[src/logic/clkgen_defines.svh]
// Constants of the strap-selected CPU clock generator
`ifndef CLKGEN_DEFINES_SVH
`define CLKGEN_DEFINES_SVH

// Strap patterns sampled at the end of reset
`define CLKGEN_STRAP_X4      3'h7
`define CLKGEN_STRAP_X3      3'h6
`define CLKGEN_STRAP_X2      3'h5
`define CLKGEN_STRAP_X5      3'h4
`define CLKGEN_STRAP_DIRECT  3'h3
`define CLKGEN_STRAP_X1P5    3'h2
`define CLKGEN_STRAP_PRESC   3'h1
`define CLKGEN_STRAP_X2P5    3'h0

// Mode held during reset, the default configuration
`define CLKGEN_RESET_MODE    3'h7

// Half-periods of the CPU clock per input period (twice the factor)
`define CLKGEN_HALVES_X4     4'h8
`define CLKGEN_HALVES_X3     4'h6
`define CLKGEN_HALVES_X2     4'h4
`define CLKGEN_HALVES_X5     4'hA
`define CLKGEN_HALVES_X1P5   4'h3
`define CLKGEN_HALVES_X2P5   4'h5
`define CLKGEN_HALVES_X1     4'h2

// Input transitions between two resynchronisations
`define CLKGEN_SYNC_X4       3'h4
`define CLKGEN_SYNC_X3       3'h3
`define CLKGEN_SYNC_X2       3'h2
`define CLKGEN_SYNC_X5       3'h5
`define CLKGEN_SYNC_X1P5     3'h2
`define CLKGEN_SYNC_X2P5     3'h3

// Oscillator watchdog overflows on its 16th free-running PLL clock
`define CLKGEN_WDOG_LAST     5'h0F

`endif

[src/logic/clkgen_pkg.sv]
// Types shared by the CPU clock generator
package clkgen_pkg;

    // Source of the CPU clock
    typedef enum logic [1:0]
    {
        SRC_PLL     = 2'b00,
        SRC_DIRECT  = 2'b01,
        SRC_PRESC   = 2'b10,
        SRC_FREERUN = 2'b11
    } clk_src_t;

    // Status carried out of the generator
    typedef struct packed
    {
        logic       pll_on;
        logic       wdog_fail;
        logic [1:0] source;
        logic [2:0] mode;
    } clk_status_t;

endpackage

[src/logic/pll_ratio_nco.sv]
// Fractional tick generator standing in for the multiplying PLL
`timescale 1ns/1ps
`include "clkgen_defines.svh"

module pll_ratio_nco
#(
    parameter int CNT_W = 16
)
(
    // Clock and reset
    input  wire logic       clk_i,
    input  wire logic       resetn_i,
    // Control
    input  wire logic       enable_i,
    input  wire logic       trans_i,
    input  wire logic [3:0] halves_i,
    input  wire logic [2:0] sync_i,
    // Half-period tick
    output logic            tick_o
);

    logic [CNT_W-1:0] win_cnt_q;
    logic [2:0]       trans_cnt_q;
    logic [CNT_W:0]   thr_q;
    logic [CNT_W:0]   acc_q;
    logic             tick_q;
    logic [6:0]       step;
    logic [CNT_W+1:0] sum;

    generate
        if (CNT_W < 8)
        begin : g_chk
            $error("pll_ratio_nco: CNT_W too small");
        end
    endgenerate

    // Phase step per cycle in units where one window equals twice its length
    assign step = 7'(halves_i) * 7'(sync_i);
    assign sum  = (CNT_W+2)'(acc_q) + (CNT_W+2)'(step);
    assign tick_o = tick_q;

    // Measure the window of sync_i input transitions; saturate on a stall
    always_ff @(posedge clk_i or negedge resetn_i)
    begin
        if (!resetn_i)
        begin
            win_cnt_q   <= '0;
            trans_cnt_q <= 3'h0;
            thr_q       <= '0;
        end
        else if (!enable_i)
        begin
            win_cnt_q   <= '0;
            trans_cnt_q <= 3'h0;
            thr_q       <= '0;
        end
        else if (trans_i && (trans_cnt_q + 3'h1 >= sync_i))
        begin
            // Only the target moves, the phase is kept, so no abrupt step
            thr_q       <= {win_cnt_q + CNT_W'(1), 1'b0};
            win_cnt_q   <= '0;
            trans_cnt_q <= 3'h0;
        end
        else
        begin
            if (~&win_cnt_q)
            begin
                win_cnt_q <= win_cnt_q + CNT_W'(1);
            end
            if (trans_i)
            begin
                trans_cnt_q <= trans_cnt_q + 3'h1;
            end
        end
    end

    // Accumulate phase; one toggle per threshold crossing
    always_ff @(posedge clk_i or negedge resetn_i)
    begin
        if (!resetn_i)
        begin
            acc_q  <= '0;
            tick_q <= 1'b0;
        end
        else if (!enable_i || thr_q == '0)
        begin
            acc_q  <= '0;
            tick_q <= 1'b0;
        end
        else if (sum >= (CNT_W+2)'(thr_q))
        begin
            acc_q  <= (CNT_W+1)'(sum - (CNT_W+2)'(thr_q));
            tick_q <= 1'b1;
        end
        else
        begin
            acc_q  <= (CNT_W+1)'(sum);
            tick_q <= 1'b0;
        end
    end

endmodule

[src/logic/reset_strapped_clock_generation.sv]
// CPU clock generator with strap-selected mode and oscillator watchdog
//
// Overview of operation
// - Clock mode chosen from straps on the first edge after reset release
// - Eight strap patterns map to clock ratios
// - Pattern 001 selects divide-by-two prescaler
// - Prescaler: each phase one input period
// - Prescaler keeps PLL free-running unless disabled
// - Watchdog disable bit switches PLL off in direct and prescaler modes
// - Pattern 011 drives CPU clock directly
// - Direct drive follows input frequency and duty
// - Direct drive: half-period pair equals period
// - Every CPU clock edge marks half-period
// - Other patterns multiply via PLL, smooth resync
// - Watchdog enabled after reset, disable bit
// - Watchdog overflows after 16 clocks, flags
// - After failure stay on PLL until reset
`timescale 1ns/1ps
`include "clkgen_defines.svh"

module reset_strapped_clock_generation
#(
    parameter int CNT_W    = 16,
    parameter int FREE_DIV = 8
)
(
    // Clock and reset
    input  wire logic                    clk_i,
    input  wire logic                    resetn_i,
    // Oscillator input and straps
    input  wire logic                    crystal_input_pin_i,
    input  wire logic [2:0]              clock_mode_strap_pins_i,
    // Watchdog disable, bit 4 of the system configuration register
    input  wire logic                    osc_watchdog_disable_i,
    // CPU clock side
    output logic                         cpu_clk_o,
    output logic                         clock_half_period_o,
    output logic                         osc_watchdog_irq_flag_o,
    output clkgen_pkg::clk_status_t      status_o
);
    import clkgen_pkg::*;

    logic        done_q;
    logic [2:0]  mode_q;
    clk_src_t    src_q;
    logic        xtal_q;
    logic        rise;
    logic        trans;
    logic [7:0]  div_q;
    logic        pll_tick;
    logic        pll_on_q;
    logic        wd_active;
    logic [4:0]  wd_cnt_q;
    logic        wd_ovf;
    logic        fail_q;
    logic        irq_q;
    logic        cpu_clk_q;
    logic        cpu_clk_d;
    logic        half_q;
    logic        nco_tick;
    clk_status_t status_q;

    generate
        if (FREE_DIV < 2 || FREE_DIV > 256)
        begin : g_chk
            $error("clock generator: FREE_DIV out of range");
        end
    endgenerate

    // ----------------------------------------------------------------
    // Strap decode
    // ----------------------------------------------------------------

    // Clock source selected by a strap pattern
    function automatic clk_src_t decode_src(input logic [2:0] strap);
        case (strap)
            `CLKGEN_STRAP_DIRECT: decode_src = SRC_DIRECT;
            `CLKGEN_STRAP_PRESC:  decode_src = SRC_PRESC;
            default:              decode_src = SRC_PLL;
        endcase
    endfunction

    // Twice the multiplication factor for the PLL patterns
    function automatic logic [3:0] ratio_halves(input logic [2:0] strap);
        case (strap)
            `CLKGEN_STRAP_X4:   ratio_halves = `CLKGEN_HALVES_X4;
            `CLKGEN_STRAP_X3:   ratio_halves = `CLKGEN_HALVES_X3;
            `CLKGEN_STRAP_X2:   ratio_halves = `CLKGEN_HALVES_X2;
            `CLKGEN_STRAP_X5:   ratio_halves = `CLKGEN_HALVES_X5;
            `CLKGEN_STRAP_X1P5: ratio_halves = `CLKGEN_HALVES_X1P5;
            `CLKGEN_STRAP_X2P5: ratio_halves = `CLKGEN_HALVES_X2P5;
            default:            ratio_halves = `CLKGEN_HALVES_X1;
        endcase
    endfunction

    // Input transitions per resynchronisation, factor rounded up
    function automatic logic [2:0] sync_count(input logic [2:0] strap);
        case (strap)
            `CLKGEN_STRAP_X4:   sync_count = `CLKGEN_SYNC_X4;
            `CLKGEN_STRAP_X3:   sync_count = `CLKGEN_SYNC_X3;
            `CLKGEN_STRAP_X2:   sync_count = `CLKGEN_SYNC_X2;
            `CLKGEN_STRAP_X5:   sync_count = `CLKGEN_SYNC_X5;
            `CLKGEN_STRAP_X1P5: sync_count = `CLKGEN_SYNC_X1P5;
            default:            sync_count = `CLKGEN_SYNC_X2P5;
        endcase
    endfunction

    // ----------------------------------------------------------------
    // Mode capture
    // ----------------------------------------------------------------

    // Straps are caught on the first edge after release, never again;
    // an async-reset flop may not load a port value
    always_ff @(posedge clk_i or negedge resetn_i)
    begin
        if (!resetn_i)
        begin
            mode_q <= `CLKGEN_RESET_MODE;
            done_q <= 1'b0;
        end
        else if (!done_q)
        begin
            mode_q <= clock_mode_strap_pins_i;
            done_q <= 1'b1;
        end
    end

    // Source register; the failover is one-way until hardware reset
    always_ff @(posedge clk_i or negedge resetn_i)
    begin
        if (!resetn_i)
        begin
            src_q <= SRC_PLL;
        end
        else if (!done_q)
        begin
            src_q <= decode_src(clock_mode_strap_pins_i);
        end
        else if (wd_ovf)
        begin
            src_q <= SRC_FREERUN;
        end
    end

    // ----------------------------------------------------------------
    // Input edges and free-running PLL
    // ----------------------------------------------------------------

    always_ff @(posedge clk_i or negedge resetn_i)
    begin
        if (!resetn_i)
        begin
            xtal_q <= 1'b0;
        end
        else
        begin
            xtal_q <= crystal_input_pin_i;
        end
    end

    assign rise  = crystal_input_pin_i & ~xtal_q;
    assign trans = crystal_input_pin_i ^ xtal_q;

    // Free-running PLL clock, one tick every FREE_DIV cycles while on
    always_ff @(posedge clk_i or negedge resetn_i)
    begin
        if (!resetn_i)
        begin
            div_q <= 8'h00;
        end
        else if (!pll_on_q || div_q == 8'(FREE_DIV - 1))
        begin
            div_q <= 8'h00;
        end
        else
        begin
            div_q <= div_q + 8'h01;
        end
    end

    assign pll_tick = pll_on_q && (div_q == 8'(FREE_DIV - 1));

    // PLL power: off in the direct modes whenever the watchdog is disabled
    always_ff @(posedge clk_i or negedge resetn_i)
    begin
        if (!resetn_i)
        begin
            pll_on_q <= 1'b0;
        end
        else
        begin
            case (src_q)
                SRC_PLL:     pll_on_q <= done_q;
                SRC_FREERUN: pll_on_q <= 1'b1;
                SRC_DIRECT:  pll_on_q <= !osc_watchdog_disable_i;
                SRC_PRESC:   pll_on_q <= !osc_watchdog_disable_i;
                default:     pll_on_q <= 1'b0;
            endcase
        end
    end

    pll_ratio_nco
    #(
        .CNT_W      (CNT_W)
    )
    u_nco
    (
        .clk_i      (clk_i),
        .resetn_i   (resetn_i),
        .enable_i   (done_q && src_q == SRC_PLL),
        .trans_i    (trans),
        .halves_i   (ratio_halves(mode_q)),
        .sync_i     (sync_count(mode_q)),
        .tick_o     (nco_tick)
    );

    // ----------------------------------------------------------------
    // Oscillator watchdog
    // ----------------------------------------------------------------

    // Enabled from reset because the disable input defaults low on the board
    assign wd_active = done_q && !osc_watchdog_disable_i
                       && (src_q == SRC_DIRECT || src_q == SRC_PRESC);

    always_ff @(posedge clk_i or negedge resetn_i)
    begin
        if (!resetn_i)
        begin
            wd_cnt_q <= 5'h00;
        end
        else if (!wd_active || trans)
        begin
            wd_cnt_q <= 5'h00;
        end
        else if (pll_tick)
        begin
            wd_cnt_q <= wd_cnt_q + 5'h01;
        end
    end

    assign wd_ovf = wd_active && !trans && pll_tick
                    && (wd_cnt_q == `CLKGEN_WDOG_LAST);

    // Failure and its flag stay until hardware reset; nothing else clears
    always_ff @(posedge clk_i or negedge resetn_i)
    begin
        if (!resetn_i)
        begin
            fail_q <= 1'b0;
            irq_q  <= 1'b0;
        end
        else if (wd_ovf)
        begin
            fail_q <= 1'b1;
            irq_q  <= 1'b1;
        end
    end

    // ----------------------------------------------------------------
    // CPU clock
    // ----------------------------------------------------------------

    // Direct drive copies the input one cycle late, keeping duty and period
    always_comb
    begin
        cpu_clk_d = cpu_clk_q;
        if (done_q)
        begin
            case (src_q)
                SRC_DIRECT:  cpu_clk_d = crystal_input_pin_i;
                SRC_PRESC:   cpu_clk_d = rise ? ~cpu_clk_q : cpu_clk_q;
                SRC_PLL:     cpu_clk_d = nco_tick ? ~cpu_clk_q : cpu_clk_q;
                SRC_FREERUN: cpu_clk_d = pll_tick ? ~cpu_clk_q : cpu_clk_q;
                default:     cpu_clk_d = cpu_clk_q;
            endcase
        end
    end

    always_ff @(posedge clk_i or negedge resetn_i)
    begin
        if (!resetn_i)
        begin
            cpu_clk_q <= 1'b0;
            half_q    <= 1'b0;
            status_q  <= '0;
        end
        else
        begin
            cpu_clk_q <= cpu_clk_d;
            half_q    <= cpu_clk_d ^ cpu_clk_q;
            status_q  <= '{pll_on: pll_on_q, wdog_fail: fail_q,
                           source: src_q, mode: mode_q};
        end
    end

    assign cpu_clk_o               = cpu_clk_q;
    assign clock_half_period_o     = half_q;
    assign osc_watchdog_irq_flag_o = irq_q;
    assign status_o                = status_q;
endmodule

[config.mk]
export PLATFORM = sky130hd
export DESIGN_NAME = reset_strapped_clock_generation
export DESIGN_NICKNAME = d
export VERILOG_FILES = /design/src/logic/clkgen_pkg.sv /design/src/logic/pll_ratio_nco.sv /design/src/logic/reset_strapped_clock_generation.sv
export VERILOG_INCLUDE_DIRS = /design/src /design/src/logic
export SDC_FILE = /design/constraint.sdc
export NUM_CORES = 1
export LEC_CHECK = 0
export ABC_AREA = 1
export BUFFER_PORTS_ARGS = -buffer_cell sky130_fd_sc_hd__buf_2
export CORE_ASPECT_RATIO = 1.2
export CORE_MARGIN = 3
export CORE_UTILIZATION = 53
export CTS_CLUSTER_DIAMETER = 120
export DETAILED_ROUTE_END_ITERATION = 6
export PLACE_DENSITY = 0.69
export SKIP_CTS_REPAIR_TIMING = 1
export SLEW_MARGIN = 15
export SYNTH_ARGS = -nofsm -noshare
export SYNTH_HDL_FRONTEND = slang
export SYNTH_HIERARCHICAL = 1
export SYNTH_SLANG_ARGS = --single-unit
[constraint.sdc]
create_clock -name clk_i -period 4.5 [get_ports clk_i]
set_input_delay 0.45 -clock clk_i [delete_from_list [all_inputs] [get_ports clk_i]]
set_output_delay 0.45 -clock clk_i [all_outputs]
set_load 0.005 [all_outputs]
==> flow_summary.rst <==
.. list-table::
   :header-rows: 1

   * - Metric
     - Value
   * - Global route overflow
     - 0
   * - Drc violations
     - 0
   * - Synthesis-to-finish area growth
     - 27.2%
   * - Max Transition Viols Final
     - 0
   * - Fraction of the yosys area taken by sequential cells
     - 35.6%
   * - Mean post-synth cell area
     - 7.63 sq um
   * - Setup slack of the worst register-to-register path
     - -100 ps
   * - Fraction of the core area covered by cells at the end of the flow
     - between 70% and 80%
   * - Worst-case headroom to the max-slew limit
     - 30.7%
   * - Worst Reg-to-Reg Cells
     - 26
   * - Critical Path RT
     - between 4000 and 5000 ps
   * - Final layout net count
     - 915
   * - Critical setup path kind
     - reg2reg
   * - Clock skew
     - 7.72 ps
   * - CTS H-tree depth
     - 3
   * - First-pass detailed-route iteration total
     - 5
   * - EDFF count, synth
     - 0
   * - N_diodes
     - 0
   * - Slowest Stage Delay on Critical Path
     - around 620 ps
   * - Number of warning messages in the yosys log
     - 6
   * - Critical Path Stages
     - 26
   * - Total chip power
     - 2.73 mW
   * - CTS tree
     - yes
   * - Fraction of layout instances using a drive strength above 1
     - between 20% and 30%
   * - Antenna violations before repair
     - 0
   * - Most frequently used cell type in the post-synthesis netlist
     - nand2_1
   * - Power density of the placed cells
     - approximately 360 nW/um^2
   * - Vias post-DR
     - approximately 5400
   * - Multi-input gate area
     - between 3000 and 4000 sq um
   * - Kind of launch point of the worst setup path
     - flop
   * - Library cells used by synthesis
     - between 40 and 50
   * - Post-route antenna net violation count
     - 0
   * - Overall routing resource usage
     - 22.9%
   * - Share of the synthesized area in the top cell type
     - 34.2%
   * - Total of buffers placed on input and output ports
     - 16
   * - CTS Buffer Depth
     - 2
   * - Worst Hold Depth
     - 1
   * - Count of routing violations after the opening detailed-route iteration
     - 334
   * - Number of max-capacitance violations reported
     - 0
   * - Vias per inst
     - roughly 5.4
   * - Top Family by Delay on Critical Path
     - adder cells
   * - Violated checks
     - negative setup slack
   * - Slowest cell on the critical path
     - dfstp_2
   * - Total number of placement rows
     - 41
   * - Cell count after synthesis
     - 776
   * - Pin count of the biggest net entering global routing
     - 85
   * - Final std cells w/o fill
     - between 900 and 1000
   * - Cell accounting for the most synthesized area
     - dfrtp_1
   * - Buffers plus inverters on the worst setup path
     - 5
   * - Number of endpoints failing setup at the final stage
     - 17
   * - Estimated wirelength of the detail-placed design
     - 10600 um
   * - Die footprint
     - 12500 sq um
   * - Status
     - finished with violations
   * - Placer's final routability congestion estimate
     - slightly below 1
   * - Worst path most repeated cell
     - nand2_4
   * - Leakage power total
     - ~3.8 nW
   * - Synthesized net count
     - 830
   * - Clock network latency to the later pin of the worst-skew pair
     - 340 ps
   * - RSZ-0062 raised after global routing
     - true
   * - Synthesis-stage register bit count
     - 84
   * - Layout filler cell count
     - 802
   * - Post-synth design cell area
     - a little under 6000 sq um
   * - Number of global-route vias before repair
     - 5109
   * - Endpoint arrival time on the critical path
     - 4870 ps
   * - Final worst slack
     - -99.1 ps
   * - CP max FO
     - 8
   * - Fraction of synthesis flops using an asynchronous set or reset pin
     - 100%
   * - Final-report hold violation count
     - 0
   * - Wire length of the first global-routing pass
     - 22900 um
   * - Footprint of the flip-flops and latches
     - roughly 2100 sq um
   * - TritonCTS buffer count
     - 9
   * - Placed instance count
     - between 900 and 1000
   * - Primary FF master, synth
     - dfrtp_1
   * - Vertical die dimension
     - about 120 um
   * - Largest voltage drop on the vdd net
     - 0.200 mV
   * - Sink count of the clock tree
     - 84
   * - Measured slew at the worst slew-check pin
     - roughly 1000 ps
   * - Ratio of final minimum period to clock period
     - 102%
   * - Most area-consuming cells after synthesis
     - dfrtp_1, nand2_1, inv_1
   * - Highest achievable clock rate
     - 217 MHz
   * - Min-Delay Path Class
     - in2reg
   * - WL/cell
     - about 15 um
   * - Final critical delay including setup and external delays
     - 4600 ps
   * - Boundary Pins
     - 17
   * - Die width
     - 102 um
   * - Clock slew seen by the registers of the worst setup and hold paths
     - 60 ps
   * - Endpoint class of the critical path
     - flop
   * - Core ar.
     - ~11000 sq um
   * - Initial Utilization
     - between 50 and 60%
   * - Most used standard cells in the synthesized netlist
     - nand2_1, inv_1, dfrtp_1
   * - Clock Root Buffer
     - clkbuf_16
   * - Post-Route WL
     - about 15000 um
-- placed cells by master (no fill, tap or decap), drive strengths merged, types with 5 or more instances in the layout --
cell type / Yosys / routed
nor2: 48 / 48
inv: 140 / 143
o22ai: 11 / 11
nand3: 67 / 67
nand4: 30 / 30
clkbuf: 5 / 10
a21oi: 30 / 30
xor2: 19 / 19
xnor2: 8 / 8
dfrtp: 81 / 81
nand2: 200 / 201
nor3: 13 / 13
o21ai: 37 / 37
fa: 8 / 8
ha: 39 / 39
clkinv: 4 / 7
nand3b: 5 / 5
buf: 8 / 86
-- state kept, by name (all words and copies together) (netlist names) --
name,cells
osc_watchdog_irq_flag_o,1
u_nco/trans_cnt_q,3
clock_half_period_o,1
pll_on_q,1
status_o,7
u_nco/acc_q,17
div_q,8
xtal_q,1
u_nco/win_cnt_q,16
cpu_clk_o,1
mode_q,3
wd_cnt_q,5
src_q,2
done_q,1
u_nco/tick_o,1
u_nco/thr_q,16
-- cells by family (layout without fill, tap and decap cells) --
family          after synthesis  count (layout)  synth area share (%)
compound gates               87              87                  8.33
fa+ha+maj                    47              47                  10.9
buf+inv                     157             246                  10.7
simple gates                373             374                  30.4
other cells                   1               1                0.0633
flops                        84              84                  35.6
xor+xnor                     27              27                  3.99
-- cell type report --
class                   instances  area share [%]
flip-flops and latches         84            28.0
clock inverters                 6           0.632
clock buffers                  10            3.04
inverters                     144            7.28
well taps                     129            2.14
multi-input cells             536            50.6
repair buffers                 86            8.38
-- path summary, 6_finish.rpt --
kind / start / to
max in group asynchronous: resetn_i / u_nco/acc_q[13]
hold reg to reg: osc_watchdog_irq_flag_o / status_o[5]
hold / removal: crystal_input_pin_i / xtal_q
setup / recovery: mode_q[2] / u_nco/acc_q[4]
setup reg to reg: mode_q[2] / u_nco/acc_q[4]
min in group asynchronous: resetn_i / status_o[3]
-- layer usage --
layer / track usage, % / share of wire [%] / routed length [um] / up-vias
li1: - / - / - / 2659
met1: 29.7 / 42 / 6350 / 2545
met2: 37.8 / 51 / 7600 / 150
met3: 3.72 / 3.5 / 521 / 52
met4: 9.02 / 3.8 / 569 / 0
met5: 0 / 0 / 0 / -
-- power breakdown --
group | total [mW] | switching, mW | internal, mW
Clock | 0.693 | 0.312 | 0.381
Combinational | 1.23 | 0.731 | 0.499
Sequential | 0.804 | 0.0237 | 0.780
Total | 2.73 | 1.07 | 1.66
-- worst reg2reg max path: stages, from the launching register on --
cell and delay, ps:
dfstp_2 620, inv_2 80, or2_4 290, nand2_4 80, nand2_2 50, fa_1 490, fa_1 530, fa_2 380
inv_2 60, nand2_2 60, nand2_4 90, nand3_4 80, nand2_4 130, buf_4 120, nand3b_1 80, nand2_2 130
ha_4 240, nand2_4 100, inv_1 60, nand2_1 60, nand2_1 60, a21oi_2 150, nand2_4 80, nand3_4 180
buf_6 160, nand4_1 90, nand2_1 80
-- metrics by stage --
step / area (sq um) / setup WS, ps / hold WS [ps] / TNS (ps)
4_1_cts: 6810 / -373 / 251 / -5800
3_3_place_gp: 6540 / -181 / 376 / -2980
2_1_floorplan: 5930 / 0.890 / 154 / 0
5_1_grt: 7530 / -333 / 256 / -5290
6_report: 7530 / -99.1 / 263 / -1350
3_5_place_dp: 6540 / -306 / 385 / -4630
No activity file was read; power rests on OpenSTA's default activity.
